<file path="src/verilog/rsc_map.vh">
/*
  Register addresses, bit positions, reset values and timing counts of the reset source controller.
  Assumes a 50 MHz system clock; included by every design file of the block.
*/
`ifndef RSC_MAP_VH
`define RSC_MAP_VH

// Special function register addresses
`define RSC_ADDR_MON_CTRL 8'hFF
`define RSC_ADDR_SRC 8'hEF

// Supply monitor control fields
`define RSC_MON_EN_BIT 7
`define RSC_MON_ABOVE_BIT 6
`define RSC_MON_LVL_BIT 5

// Reset source fields, also the cause vector layout
`define RSC_PIN_BIT 0
`define RSC_POR_BIT 1
`define RSC_MCD_BIT 2
`define RSC_WDT_BIT 3
`define RSC_SW_BIT 4
`define RSC_CMP_BIT 5
`define RSC_FLASH_BIT 6
`define RSC_NUM_SRC 7

// Reset values
`define RSC_FLAGS_POR 7'h02
`define RSC_MON_EN_POR 1'b1
`define RSC_MON_LVL_RST 1'b0

// Flash user space limit
`define RSC_USER_TOP 16'hFBFF
`define RSC_TOP_BANK 2'h3

// Timing
`define RSC_CLK_NS 20
`define RSC_WDT_DIV 12
`define RSC_HOLD_CYC 16
`define RSC_MCD_TIMEOUT_NS 1000
`define RSC_MCD_CYC (`RSC_MCD_TIMEOUT_NS / `RSC_CLK_NS)

`endif
</file>
<file path="src/verilog/rsc_clk_loss.v">
/*
  Clock loss one-shot: times out when the clock probe stops toggling.
  Assumes the probe is a clock-tree sample from outside this clock domain.
*/
`timescale 1ns/1ns
`include "rsc_map.vh"

module rsc_clk_loss #(
  parameter [11:0] TIMEOUT_CYC = `RSC_MCD_CYC
) (
  // Clock and reset
  input wire i_mclk,
  input wire i_rst,
  // Probe and control
  input wire i_probe,
  input wire i_enable,
  // Timeout pulse
  output reg o_timeout
);

  reg [2:0] probe_sync_reg;
  reg [11:0] cnt_reg;

  // Stage 0 feeds only stage 1
  wire edge_seen = probe_sync_reg[2] ^ probe_sync_reg[1];

  always @(posedge i_mclk or posedge i_rst) begin
    if (i_rst) begin
      probe_sync_reg <= 3'h0;
      cnt_reg <= 12'h000;
      o_timeout <= 1'b0;
    end else begin
      probe_sync_reg <= {probe_sync_reg[1:0], i_probe};
      o_timeout <= 1'b0;
      // Retrigger on any edge, high or low stall both time out
      if (edge_seen || !i_enable) begin
        cnt_reg <= 12'h000;
      end else if (cnt_reg >= TIMEOUT_CYC - 12'h001) begin
        cnt_reg <= 12'h000;
        o_timeout <= 1'b1;
      end else begin
        cnt_reg <= cnt_reg + 12'h001;
      end
    end
  end

endmodule

</file>
<file path="src/verilog/rsc_ctrl.v">
/*
  Reset source controller: merges all reset requests into one system reset,
  records the cause for software, and holds the supply monitor control register.
  Assumes i_rst is the power-on reset and the core reaches registers over the SFR bus.
*/
`timescale 1ns/1ns
`include "rsc_map.vh"

module rsc_ctrl #(
  parameter SMALL_PART = 0,
  parameter [7:0] HOLD_CYC = `RSC_HOLD_CYC
) (
  // Clock and power-on reset
  input wire i_mclk,
  input wire i_rst,
  // SFR bus
  input wire [7:0] i_sfr_addr,
  input wire i_sfr_wr,
  input wire i_sfr_rd,
  input wire [7:0] i_sfr_wdata,
  output reg [7:0] o_sfr_rdata,
  // External reset pin, open drain
  input wire i_rst_pin_n,
  output reg o_rst_pin_out,
  output reg o_rst_pin_oe,
  // Supply monitor analog side
  input wire i_supply_above,
  output wire o_supply_monitor_enable,
  output wire o_supply_threshold_select,
  // Comparator and clock probe
  input wire i_cmp_out,
  input wire i_sysclk_probe,
  // Watchdog in the counter array
  input wire i_wdt_expire,
  output reg o_wdt_tick,
  // Flash access monitor
  input wire i_program_store_write_enable,
  input wire i_data_wr,
  input wire i_code_rd,
  input wire i_fetch,
  input wire i_flash_op,
  input wire i_secure_deny,
  input wire [1:0] i_bank,
  input wire [15:0] i_addr,
  input wire [1:0] i_fetch_bank,
  input wire [15:0] i_fetch_addr,
  // System reset
  output reg o_sys_rst
);

  localparam ST_RUN = 1'b0;
  localparam ST_HOLD = 1'b1;

  reg state_reg;
  reg state_next;
  reg [7:0] hold_cnt_reg;
  reg [7:0] hold_cnt_next;
  reg [`RSC_NUM_SRC-1:0] cause_reg;
  reg [`RSC_NUM_SRC-1:0] cause_next;
  reg [`RSC_NUM_SRC-1:0] flags_reg;
  reg [`RSC_NUM_SRC-1:0] flags_next;
  reg mon_en_reg;
  reg mon_lvl_reg;
  reg mon_sel_reg;
  reg mcd_en_reg;
  reg cmp_sel_reg;
  reg sw_req_reg;
  reg [3:0] div_cnt_reg;
  reg [2:0] sync0_reg;
  reg [2:0] sync1_reg;

  wire pin_low_s = ~sync1_reg[0];
  wire above_s = sync1_reg[1];
  wire cmp_low_s = ~sync1_reg[2];
  wire mcd_timeout;
  wire flash_fault;
  wire supply_ok = mon_en_reg & mon_lvl_reg & mon_sel_reg;

  wire in_run = (state_reg == ST_RUN);
  wire wr_src = in_run & i_sfr_wr & (i_sfr_addr == `RSC_ADDR_SRC);
  wire wr_mon = in_run & i_sfr_wr & (i_sfr_addr == `RSC_ADDR_MON_CTRL);

  assign o_supply_monitor_enable = mon_en_reg;
  assign o_supply_threshold_select = mon_lvl_reg;

  // Pin, supply and comparator cross in through two flops
  always @(posedge i_mclk or posedge i_rst) begin
    if (i_rst) begin
      sync0_reg <= 3'h7;
      sync1_reg <= 3'h7;
    end else begin
      sync0_reg <= {i_cmp_out, i_supply_above, i_rst_pin_n};
      sync1_reg <= sync0_reg;
    end
  end

  rsc_clk_loss u_clk_loss (
    .i_mclk(i_mclk),
    .i_rst(i_rst),
    .i_probe(i_sysclk_probe),
    .i_enable(mcd_en_reg & in_run),
    .o_timeout(mcd_timeout)
  );

  rsc_flash_guard #(
    .SMALL_PART(SMALL_PART)
  ) u_flash_guard (
    .i_mclk(i_mclk),
    .i_rst(i_rst),
    .i_program_store_write_enable(i_program_store_write_enable),
    .i_data_wr(i_data_wr),
    .i_code_rd(i_code_rd),
    .i_fetch(i_fetch),
    .i_flash_op(i_flash_op),
    .i_secure_deny(i_secure_deny),
    .i_bank(i_bank),
    .i_addr(i_addr),
    .i_fetch_bank(i_fetch_bank),
    .i_fetch_addr(i_fetch_addr),
    .i_supply_ok(supply_ok),
    .o_fault(flash_fault)
  );

  // Request vector, laid out like the flag register
  reg [`RSC_NUM_SRC-1:0] req;
  always @* begin
    req = {`RSC_NUM_SRC{1'b0}};
    // Own pin drive must not count as an external reset
    req[`RSC_PIN_BIT] = pin_low_s & ~o_rst_pin_oe;
    req[`RSC_POR_BIT] = mon_en_reg & mon_sel_reg & ~above_s;
    req[`RSC_MCD_BIT] = mcd_timeout;
    req[`RSC_WDT_BIT] = i_wdt_expire & in_run;
    req[`RSC_SW_BIT] = sw_req_reg;
    req[`RSC_CMP_BIT] = cmp_sel_reg & cmp_low_s;
    req[`RSC_FLASH_BIT] = flash_fault & in_run;
  end

  // Level sources keep the device in reset for as long as they last
  wire level_req = req[`RSC_PIN_BIT] | req[`RSC_POR_BIT] | req[`RSC_CMP_BIT];

  always @* begin
    state_next = state_reg;
    hold_cnt_next = hold_cnt_reg;
    cause_next = cause_reg;
    flags_next = flags_reg;
    case (state_reg)
      ST_RUN: begin
        if (|req) begin
          state_next = ST_HOLD;
          hold_cnt_next = 8'h00;
          cause_next = req;
        end
      end
      ST_HOLD: begin
        cause_next = cause_reg | req;
        if (hold_cnt_reg < HOLD_CYC) begin
          hold_cnt_next = hold_cnt_reg + 8'h01;
        end else if (!level_req) begin
          state_next = ST_RUN;
          // Power or monitor reset leaves only its own flag defined
          if (cause_reg[`RSC_POR_BIT]) begin
            flags_next = `RSC_FLAGS_POR;
          end else begin
            // Pin, clock loss, watchdog, software, comparator, flash
            flags_next = cause_reg;
          end
        end
      end
      default: begin
        state_next = ST_HOLD;
        hold_cnt_next = 8'h00;
      end
    endcase
  end

  always @(posedge i_mclk or posedge i_rst) begin
    if (i_rst) begin
      state_reg <= ST_HOLD;
      hold_cnt_reg <= 8'h00;
      cause_reg <= `RSC_FLAGS_POR;
      flags_reg <= `RSC_FLAGS_POR;
      o_sys_rst <= 1'b1;
    end else begin
      state_reg <= state_next;
      hold_cnt_reg <= hold_cnt_next;
      cause_reg <= cause_next;
      flags_reg <= flags_next;
      o_sys_rst <= (state_next == ST_HOLD);
    end
  end

  // Only power or monitor resets pull the pin; internal ones leave it alone
  always @(posedge i_mclk or posedge i_rst) begin
    if (i_rst) begin
      o_rst_pin_oe <= 1'b1;
      o_rst_pin_out <= 1'b0;
    end else begin
      o_rst_pin_oe <= (state_next == ST_HOLD) & cause_next[`RSC_POR_BIT];
      o_rst_pin_out <= 1'b0;
    end
  end

  // Supply monitor control
  always @(posedge i_mclk or posedge i_rst) begin
    if (i_rst) begin
      mon_en_reg <= `RSC_MON_EN_POR;
      mon_lvl_reg <= `RSC_MON_LVL_RST;
    end else if (!in_run) begin
      // Enable untouched by system resets
      mon_lvl_reg <= `RSC_MON_LVL_RST;
    end else if (wr_mon) begin
      mon_en_reg <= i_sfr_wdata[`RSC_MON_EN_BIT];
      mon_lvl_reg <= i_sfr_wdata[`RSC_MON_LVL_BIT];
    end
  end

  // Source selects and the software force
  always @(posedge i_mclk or posedge i_rst) begin
    if (i_rst) begin
      mon_sel_reg <= 1'b1;
      mcd_en_reg <= 1'b0;
      cmp_sel_reg <= 1'b0;
      sw_req_reg <= 1'b0;
    end else begin
      sw_req_reg <= 1'b0;
      if (state_reg == ST_HOLD && state_next == ST_RUN) begin
        // Selects stay live through the hold so level sources keep it
        mon_sel_reg <= cause_reg[`RSC_POR_BIT];
        mcd_en_reg <= 1'b0;
        cmp_sel_reg <= 1'b0;
      end else if (wr_src) begin
        mon_sel_reg <= i_sfr_wdata[`RSC_POR_BIT];
        mcd_en_reg <= i_sfr_wdata[`RSC_MCD_BIT];
        cmp_sel_reg <= i_sfr_wdata[`RSC_CMP_BIT];
        sw_req_reg <= i_sfr_wdata[`RSC_SW_BIT];
      end
    end
  end

  // Watchdog prescaler, restarted by every reset
  always @(posedge i_mclk or posedge i_rst) begin
    if (i_rst) begin
      div_cnt_reg <= 4'h0;
      o_wdt_tick <= 1'b0;
    end else if (o_sys_rst) begin
      div_cnt_reg <= 4'h0;
      o_wdt_tick <= 1'b0;
    end else if (div_cnt_reg == `RSC_WDT_DIV - 1) begin
      div_cnt_reg <= 4'h0;
      o_wdt_tick <= 1'b1;
    end else begin
      div_cnt_reg <= div_cnt_reg + 4'h1;
      o_wdt_tick <= 1'b0;
    end
  end

  // Register read port
  always @(posedge i_mclk or posedge i_rst) begin
    if (i_rst) begin
      o_sfr_rdata <= 8'h00;
    end else if (i_sfr_rd) begin
      case (i_sfr_addr)
        `RSC_ADDR_MON_CTRL: begin
          // Status is the live synchronised comparator of the monitor
          o_sfr_rdata <= {mon_en_reg, above_s, mon_lvl_reg, 5'h00};
        end
        `RSC_ADDR_SRC: begin
          o_sfr_rdata <= {1'b0, flags_reg};
        end
        default: begin
          o_sfr_rdata <= 8'h00;
        end
      endcase
    end
  end

endmodule

</file>
<file path="src/verilog/rsc_flash_guard.v">
/*
  Flash access guard: flags illegal flash accesses as a one-cycle fault pulse.
  Assumes access strobes come from logic on the system clock.
*/
`timescale 1ns/1ns
`include "rsc_map.vh"

module rsc_flash_guard #(
  parameter SMALL_PART = 0
) (
  // Clock and reset
  input wire i_mclk,
  input wire i_rst,
  // Access strobes
  input wire i_program_store_write_enable,
  input wire i_data_wr,
  input wire i_code_rd,
  input wire i_fetch,
  input wire i_flash_op,
  input wire i_secure_deny,
  input wire [1:0] i_bank,
  input wire [15:0] i_addr,
  input wire [1:0] i_fetch_bank,
  input wire [15:0] i_fetch_addr,
  // Supply monitor fully armed for flash work
  input wire i_supply_ok,
  // Fault pulse
  output reg o_fault
);

  // Beyond user space; small parts lose the whole top bank
  function beyond_user;
    input [1:0] bank;
    input [15:0] addr;
    begin
      beyond_user = (bank == `RSC_TOP_BANK) &&
        ((SMALL_PART != 0) || (addr > `RSC_USER_TOP));
    end
  endfunction

  wire wr_bad = i_program_store_write_enable & i_data_wr & beyond_user(i_bank, i_addr);
  wire rd_bad = i_code_rd & beyond_user(i_bank, i_addr);
  wire fetch_bad = i_fetch & beyond_user(i_fetch_bank, i_fetch_addr);
  wire sec_bad = i_flash_op & i_secure_deny;
  wire sup_bad = i_flash_op & ~i_supply_ok;

  always @(posedge i_mclk or posedge i_rst) begin
    if (i_rst) begin
      o_fault <= 1'b0;
    end else begin
      o_fault <= wr_bad | rd_bad | fetch_bad | sec_bad | sup_bad;
    end
  end

endmodule

</file>
<file path="config.mk">
export PLATFORM = sky130hd
export DESIGN_NAME = rsc_ctrl
export DESIGN_NICKNAME = d
export VERILOG_FILES = /design/src/verilog/rsc_clk_loss.v /design/src/verilog/rsc_ctrl.v /design/src/verilog/rsc_flash_guard.v
export VERILOG_INCLUDE_DIRS = /design/src /design/src/verilog
export SDC_FILE = /design/constraint.sdc
export NUM_CORES = 1
export LEC_CHECK = 0
export BUFFER_PORTS_ARGS = -buffer_cell sky130_fd_sc_hd__buf_2
export CORE_ASPECT_RATIO = 0.5
export CORE_MARGIN = 1.5
export CORE_UTILIZATION = 46
export DETAILED_ROUTE_END_ITERATION = 10
export GPL_ROUTABILITY_DRIVEN = 0
export GPL_TIMING_DRIVEN = 0
export PLACE_DENSITY = 0.75
export SYNTH_ARGS = -nofsm -noshare
export SYNTH_HDL_FRONTEND = slang
export SYNTH_HIERARCHICAL = 1
export SYNTH_SLANG_ARGS = --single-unit
</file>
<file path="constraint.sdc">
create_clock -name i_mclk -period 1.6 [get_ports i_mclk]
set_input_delay 0.08 -clock i_mclk [delete_from_list [all_inputs] [get_ports i_mclk]]
set_output_delay 0.08 -clock i_mclk [all_outputs]
set_load 0.005 [all_outputs]
</file>
==> results of run 1 <==
-- final cells by class --
type / instances / area share, %
Tap cell: 73 / 2.497
Buffer: 5 / 1.060
Sequential cell: 66 / 45.59
Clock buffer: 11 / 6.635
Multi-Input combinational cell: 148 / 28.90
Timing Repair Buffer: 69 / 11.15
Clock inverter: 5 / 2.120
Inverter: 20 / 2.052
-- worst max-delay path: stages (launching register included) --
cell	delay, ns
dfstp_2	0.52
nand3b_1	0.14
and3_1	0.18
and3b_1	0.17
buf_6	0.17
mux2_4	0.31
-- routing by layer --
layer	GRT usage [%]	routed length (µm)
met4	8.036	82
met5	0	0
met2	34.81	2948
met1	22.94	2451
met3	7.008	178
-- cells in the final DEF, fill, tap and decap left out, types with 2 or more instances in the layout --
master,instances
buf_4,6
clkbuf_1,2
nor2_1,9
xor2_1,3
nand2b_4,2
mux2i_1,3
mux2_2,3
a21oi_1,2
clkbuf_16,9
nor4b_2,2
dfstp_2,12
a21o_1,2
dfrtp_1,53
nand3_1,13
xnor2_1,3
or3_1,2
dlygate4sd3_1,7
nand2_1,20
nor4_4,2
o211ai_1,2
buf_2,56
ha_1,5
and3_1,2
nor3_1,8
and2_1,4
buf_6,2
mux2_4,9
nor2b_1,9
clkinv_2,2
o21ai_0,16
nand4_1,5
bufinv_16,2
conb_1,7
inv_1,19
-- through the flow --
step | setup TNS, ns | hold slack (ns) | cell area [µm²]
3_3_place_gp | -8.325 | -0.06627 | 3196
3_5_place_dp | -0.4114 | -0.05855 | 3216
5_1_grt | -0.4772 | 0.03182 | 3659
4_1_cts | -0.02317 | 0.02165 | 3637
2_1_floorplan | 0 | -0.1913 | 2824
6_report | -0.09999 | 0.03205 | 3659
-- power by group --
group	internal, mW	switching, mW
logic	0.415	0.369
clock network	1.40	0.675
registers	1.92	0.146
total	3.73	1.19
-- worst min path at each step --
stage,start,end,depth (start not counted)
6_report,i_wdt_expire,cause_reg[3],3
5_1_grt,i_wdt_expire,cause_reg[3],3
4_1_cts,i_wdt_expire,cause_reg[3],3
3_5_place_dp,i_rst,u_flash_guard/o_fault,2
3_3_place_gp,i_rst,u_flash_guard/o_fault,2
2_1_floorplan,i_rst,u_flash_guard/o_fault,1
-- cells by family after synthesis --
family	count (synthesis)
xor gates and xnor gates	6
and+or+nand+nor	86
buffers and inverters	26
DFF	66
other	2
AOI/OAI and AO/OA	29
adders and majority gates	5
muxes	15
-- what timing repair did --
item / CTS / global route
setup buffers: 3 / 2
gates resized for setup: 2 / 3
endpoints found under the setup margin: 13 / 26
hold endpoints to repair: 31 / 0
cloned: 0 / 0
hold buffers: 7 / 0
pin swaps: 2 / 2
==> results.rst, run 1 <==
.. list-table::
   :header-rows: 1

   * - Metric
     - Value
   * - Run status
     - finished with violations
   * - Failing checks
     - setup timing
   * - Required time of the critical path
     - 1.81 ns
   * - CP arrival
     - 1.83 ns
   * - Count of max-cap constraint violations
     - 0
   * - Largest net degree at the start of global routing
     - 36
   * - Reg-to-reg endpoint
     - flags_reg[5]
   * - Netlist area before placement
     - 2805 µm²
   * - Number of antenna-violating nets in the routed design
     - 0
   * - Slew at the pin closest to its max-slew limit
     - 0.5876 ns
   * - Non-filler cells, final
     - 397
   * - Register cell area after layout
     - 1668 µm²
   * - Distinct cell type count after synthesis
     - 44
   * - Worst Reg-to-Reg Cells
     - 5
   * - IO buf count
     - 56
   * - Max FO, Critical Path
     - 9
   * - HPWL after DPL
     - 3844 µm
   * - Setup crit start
     - sync1_reg[1]
   * - Routed via count divided by cell count
     - 4.995
   * - Register-to-register setup slack
     - -0.02 ns
   * - Worst-Skew Late Latency
     - 0.32 ns
   * - Launching point of the worst reg2reg path
     - sync1_reg[1]
   * - Fraction of the mapped netlist area in compound gates
     - 6.557%
   * - VDD IR max
     - 0.0006215 V
   * - DIE AREA
     - 6604 µm²
   * - Clk pin slew, worst setup/hold paths
     - 0.05 ns
   * - Proportion of register bits with asynchronous set or reset after synthesis
     - 100.0%
   * - Multiplexer share of the synthesized area
     - 7.092%
   * - Aggregate global routing overflow
     - 0
   * - Top Ports
     - 81
   * - Crit path launch type
     - flop
   * - Power Total
     - 4.920 mW
   * - Area used by multi-input combinational logic
     - 1057 µm²
   * - Seq/Total Area, Yosys
     - 59.41%
   * - Post-synth top area share
     - 48.17%
   * - Main combinational cell family by area after synthesis
     - simple AND/OR/NAND/NOR gates
   * - Worst clock skew
     - 0.003027 ns
   * - Width of the die
     - 113.4 µm
   * - Post-Route WL
     - 5661 µm
   * - Filler cell count in the final layout
     - 432
   * - Max Buffers Root-to-Sink
     - 2
   * - First-pass GRT wire length
     - 9763 µm
   * - Post-synthesis instance total
     - 235
   * - Final setup slack of the worst path
     - -0.02044 ns
   * - Final count of negative-setup-slack endpoints
     - 6
   * - Synthesized-area fraction occupied by adder cells
     - 2.230%
   * - Area growth, synth to finish
     - 30.42%
   * - Yosys reg bits
     - 66
   * - Final critical path time including I/O delays and setup
     - 1.620 ns
   * - Worst min-delay path class
     - primary input to flop
   * - Number of flops mapped to enable cells by yosys
     - 0
   * - Clk Tree Root Cell
     - clkbuf_16
   * - Capture point of the worst path
     - flags_reg[5]
   * - Number of cells in the design after placement
     - 370
   * - Flip-flop count of the largest register, all copies and words added
     - 12
   * - Share of synthesized cell area in and, or, nand and nor gates
     - 18.29%
   * - Capturing element type of the critical path
     - flop
   * - Static power due to leakage
     - 1.752 nW
   * - FMAX
     - 617.1 MHz
   * - Worst Path Class, Setup
     - flop to flop
   * - Unrepaired setup endpoints after global routing
     - true
   * - Num CTS Buffers
     - 9
   * - Share of the clock period used by the worst path after layout
     - 101.3%
   * - Tot GR Track Use
     - 19.90%
   * - Initial antenna violation count
     - 0
   * - CTS tree
     - built
   * - Utilization of the core after routing
     - 64.39%
   * - Leading cell types by count after synthesis
     - dfrtp_1, inv_1, nand2_1, o21ai_0, nand3_1
   * - Total via count after detailed routing
     - 1983
   * - CTS H-tree depth
     - 3
   * - Ratio of cells with drive above 1 in the final layout
     - 36.73%
   * - Final Hold Violating Endpoints
     - 0
   * - Setup WS pre-CTS
     - -0.05196 ns
   * - Synthesis warning total
     - 6
   * - Antenna cell count
     - 0
   * - Post-Synth XOR/XNOR Area
     - 1.873%
   * - Post-synthesis average cell area
     - 11.94 µm²
   * - Initial core utilization
     - 49.37%
   * - Vias in the first global route
     - 2100
   * - Number of max-slew violations in the final report
     - 0
   * - Wirelength per Cell
     - 14.26 µm
   * - Largest cells by area after synthesis
     - dfrtp_1, dfstp_2, mux2_4
   * - Largest area contributor in the synthesized netlist
     - dfrtp_1
   * - Row count
     - 19
   * - Height of the chip
     - 58.22 µm
   * - Violation count after the first detailed-route iteration
     - 95
   * - Count of TritonRoute iterations in the first routing pass
     - 4
   * - Count of clock tree sinks
     - 66
   * - Placeable core area
     - 5682 µm²
   * - Power Dens Cells
     - 1345 nW/µm²
   * - Count of unresolved DRC violations after routing
     - 0
   * - Slew margin rel.
     - 60.79%
   * - Number of nets in the final layout
     - 391
   * - Most frequently used flop master after synthesis
     - dfrtp_1
   * - Most used standard cell by instance count after synthesis
     - dfrtp_1
Note: power is estimated with default switching activity, not from simulation.
==> run 2, diff against run 1 <==
CELL_PAD_IN_SITES_DETAIL_PLACEMENT = 1   (was not set)
CELL_PAD_IN_SITES_GLOBAL_PLACEMENT = 2   (was not set)
CORE_UTILIZATION = 29   (was 46)
PLACE_DENSITY = not set   (was 0.75)
PLACE_DENSITY_LB_ADDON = 0.1   (was not set)
==> run 2 against run 1 <==
  * Combinational power is 6.9% higher
  * Global-route usage is 5.9 points lower
  * Largest power group is now sequential cells
  * First-iteration DRC count is 38% lower
  * The run still ends with setup timing left
  * Cell area is 3.4% higher
  * Sequential share of layout area is 1.5 points lower
  * Non-clock buffer count is 4 higher
  * Core utilization is 24 points lower
  * Setup slack worse by 0.035 ns
  * Wire length is 14% higher
  * Die area is 56% higher
  * Critical endpoint is now flags_reg[2]
  * Final cell count is 17% higher
  * Highest routed layer unchanged
==> results.rst, run 2 (synthesized netlist as in run 1, its figures left out) <==
.. list-table::
   :header-rows: 1

   * - Metric
     - Value
   * - Run status
     - finished with violations (unchanged)
   * - Failing checks
     - setup timing (unchanged)
   * - Count of TritonRoute iterations in the first routing pass
     - 4 (unchanged)
   * - Count of clock tree sinks
     - 66 (unchanged)
   * - DIE AREA
     - 10310 µm² (was 6604 µm²)
   * - Initial core utilization
     - 29.79% (was 49.37%)
   * - Share of the clock period used by the worst path after layout
     - 103.5% (was 101.3%)
   * - Power Dens Cells
     - 1292 nW/µm² (was 1345 nW/µm²)
   * - Tot GR Track Use
     - 14.04% (was 19.90%)
   * - Cell with the largest stage delay on the worst path
     - dfstp_2 (unchanged)
   * - Worst min-delay path class
     - primary input to flop (unchanged)
   * - Capture point of the worst path
     - flags_reg[2] (was flags_reg[5])
   * - Most common cell after layout, fill and taps aside
     - buf_2 (unchanged)
   * - Slew at the pin closest to its max-slew limit
     - 0.6203 ns (was 0.5876 ns)
   * - Routed via count divided by cell count
     - 4.279 (was 4.995)
   * - Num CTS Buffers
     - 9 (unchanged)
   * - Wirelength per Cell
     - 13.93 µm (was 14.26 µm)
   * - Cell type group with the largest total delay on the critical path
     - simple AND/OR/NAND/NOR gates (was flip-flops)
   * - Worst slack on hold paths
     - 0.01736 ns (was 0.03205 ns)
   * - Count of unresolved DRC violations after routing
     - 0 (unchanged)
   * - Final setup slack of the worst path
     - -0.05591 ns (was -0.02044 ns)
   * - First-pass GRT wire length
     - 10810 µm (was 9763 µm)
   * - Most congested layer reported by global routing
     - met2 (unchanged)
   * - HPWL after DPL
     - 4613 µm (was 3844 µm)
   * - Buf+Inv Stages, Crit Path
     - 1 (unchanged)
   * - Height of the chip
     - 72.55 µm (was 58.22 µm)
   * - Top Ports
     - 81 (unchanged)
   * - Initial antenna violation count
     - 0 (unchanged)
   * - Antenna cell count
     - 0 (unchanged)
   * - Unrepaired setup endpoints after global routing
     - true (unchanged)
   * - Flip-flop count of the largest register, all copies and words added
     - 12 (unchanged)
   * - GRT met3 Usage
     - 5.677% (was 7.008%)
   * - Violation count after the first detailed-route iteration
     - 59 (was 95)
   * - Filler cell count in the final layout
     - 1052 (was 432)
   * - Total via count after detailed routing
     - 1981 (was 1983)
   * - Largest net degree at the start of global routing
     - 32 (was 36)
   * - Launching point of the worst reg2reg path
     - sync1_reg[1] (unchanged)
   * - Required time of the critical path
     - 1.81 ns (about the same)
   * - Aggregate global routing overflow
     - 0 (unchanged)
   * - Worst Path Class, Setup
     - flop to flop (unchanged)
   * - Max FO, Critical Path
     - 5 (was 9)
   * - Fin area
     - 3781 µm² (was 3659 µm²)
   * - Accumulated negative setup slack
     - -0.3192 ns (was -0.09999 ns)
   * - Worst Reg-to-Reg Cells
     - 5 (unchanged)
   * - Commonest cells after routing, fill and taps aside
     - buf_2, dfrtp_1, inv_1, nand2_1, o21ai_0 (was buf_2, dfrtp_1, nand2_1, inv_1, o21ai_0)
   * - Met2 demand-to-capacity share in global routing
     - 23.63% (was 34.81%)
   * - Number of max-slew violations in the final report
     - 0 (unchanged)
   * - Area growth, synth to finish
     - 34.79% (was 30.42%)
   * - Count of max-cap constraint violations
     - 0 (unchanged)
   * - Final Hold Violating Endpoints
     - 0 (unchanged)
   * - Crit path launch type
     - flop (unchanged)
   * - Static power due to leakage
     - 1.765 nW (was 1.752 nW)
   * - Capturing element type of the critical path
     - flop (unchanged)
   * - Register-to-register setup slack
     - -0.06 ns (was -0.02 ns)
   * - Worst-Skew Late Latency
     - 0.33 ns (was 0.32 ns)
   * - Clk pin slew, worst setup/hold paths
     - 0.05 ns (about the same)
   * - FMAX
     - 603.9 MHz (was 617.1 MHz)
   * - Final count of negative-setup-slack endpoints
     - 7 (was 6)
   * - VDD IR max
     - 0.0006192 V (was 0.0006215 V)
   * - Met1 Use GR
     - 16.81% (was 22.94%)
   * - CP arrival
     - 1.87 ns (was 1.83 ns)
   * - Number of antenna-violating nets in the routed design
     - 0 (unchanged)
   * - CTS H-tree depth
     - 3 (unchanged)
   * - Worst clock skew
     - 0.005501 ns (was 0.003027 ns)
   * - Critical Path Stages
     - 5 (unchanged)
   * - Slowest Stage Delay on Critical Path
     - 0.53 ns (was 0.52 ns)
   * - Ratio of cells with drive above 1 in the final layout
     - 38.72% (was 36.73%)
   * - Setup crit start
     - sync1_reg[1] (unchanged)
   * - Number of nets in the final layout
     - 395 (was 391)
   * - Clk Tree Root Cell
     - clkbuf_16 (unchanged)
   * - Placeable core area
     - 9415 µm² (was 5682 µm²)
   * - IO buf count
     - 56 (unchanged)
   * - Slew margin rel.
     - 58.60% (was 60.79%)
   * - Vias in the first global route
     - 2179 (was 2100)
   * - Width of the die
     - 142.1 µm (was 113.4 µm)
   * - Dpl cell area
     - 3293 µm² (was 3216 µm²)
   * - Critical path, cell by cell
     - nand3b_1, and3_4, and3b_2, buf_6, mux2_4 (was nand3b_1, and3_1, and3b_1, buf_6, mux2_4)
   * - CTS tree
     - built (unchanged)
   * - Row count
     - 25 (was 19)
   * - Reg-to-reg endpoint
     - flags_reg[2] (was flags_reg[5])
   * - Max Buffers Root-to-Sink
     - 2 (unchanged)
   * - Post-Route WL
     - 6451 µm (was 5661 µm)
   * - Final critical path time including I/O delays and setup
     - 1.656 ns (was 1.620 ns)
run 2: cell types whose count changed in the layout (fill, tap and decap cells not counted), sizes merged:
| cell | delta |
|---|---|
| buf | +4 |
| clkinvlp | +1 |
| clkbuf | +1 |
| bufinv | -1 |
| clkinv | -1 |
run 2: final cells by class:
| type | instances | area [µm²] | share of cell area, % |
|---|---|---|---|
| Buffer | 5 | 38.79 | 1.026 |
| Clock buffer | 12 | 256.5 | 6.784 |
| Clock inverter | 4 | 50.05 | 1.324 |
| Inverter | 20 | 75.07 | 1.985 |
| Multi-Input combinational cell | 148 | 1084 | 28.66 |
| Sequential cell | 66 | 1667 | 44.08 |
| Tap cell | 135 | 168.9 | 4.467 |
| Timing Repair Buffer | 73 | 441.7 | 11.68 |
run 2: repair_timing:
item	4_1_cts	5_1_grt
gates resized for setup	6	7
pin swaps	4	0
cloned	1	0
endpoints found under the setup margin	23	18
hold buffers	7	0
hold endpoints to repair	35	0
setup buffers	8	0
run 2: worst min path at each step:
stage	startpoint	end	slack [ns]	cells past startpoint
finish	i_sfr_wdata[2]	mcd_en_reg	0.02	3
global route	i_wdt_expire	cause_reg[3]	0.02	3
CTS	i_wdt_expire	cause_reg[3]	0.003	3
detailed placement	i_rst	u_flash_guard/o_fault	-0.03	2
global placement	i_rst	u_flash_guard/o_fault	-0.04	2
floorplan	i_rst	u_flash_guard/o_fault	-0.19	1
run 2: metal layers:
layer	wire [µm]	share of wire [%]
met2	3099	48
met4	70	1.1
met1	3010	47
met5	0	0
met3	270	4.2
run 2: worst min-delay path, delay by kind of cell:
family | cells | cell delay [ns]
muxes | 1 | 0.07
buffers and inverters | 1 | 0.08
and+or+nand+nor | 1 | 0.08
run 2: report_power, final:
group          switching [mW]  internal (mW)
registers               0.145           1.92
logic                   0.400          0.438
clock network           0.699           1.29
total                    1.24           3.64
run 2: stage by stage:
| step | power (mW) | util, % | cells | setup slack [ns] |
|---|---|---|---|---|
| after floorplan | 2.620 | - | 240 | 0.03722 |
| after global placement | 2.841 | 34.76 | 431 | -0.3879 |
| after detailed placement | 2.877 | 34.98 | 432 | -0.2185 |
| after CTS | 4.967 | 39.83 | 463 | -0.07747 |
| after global routing | 5.167 | 40.16 | 463 | -0.1327 |
| final | 4.885 | 40.16 | 463 | -0.05591 |
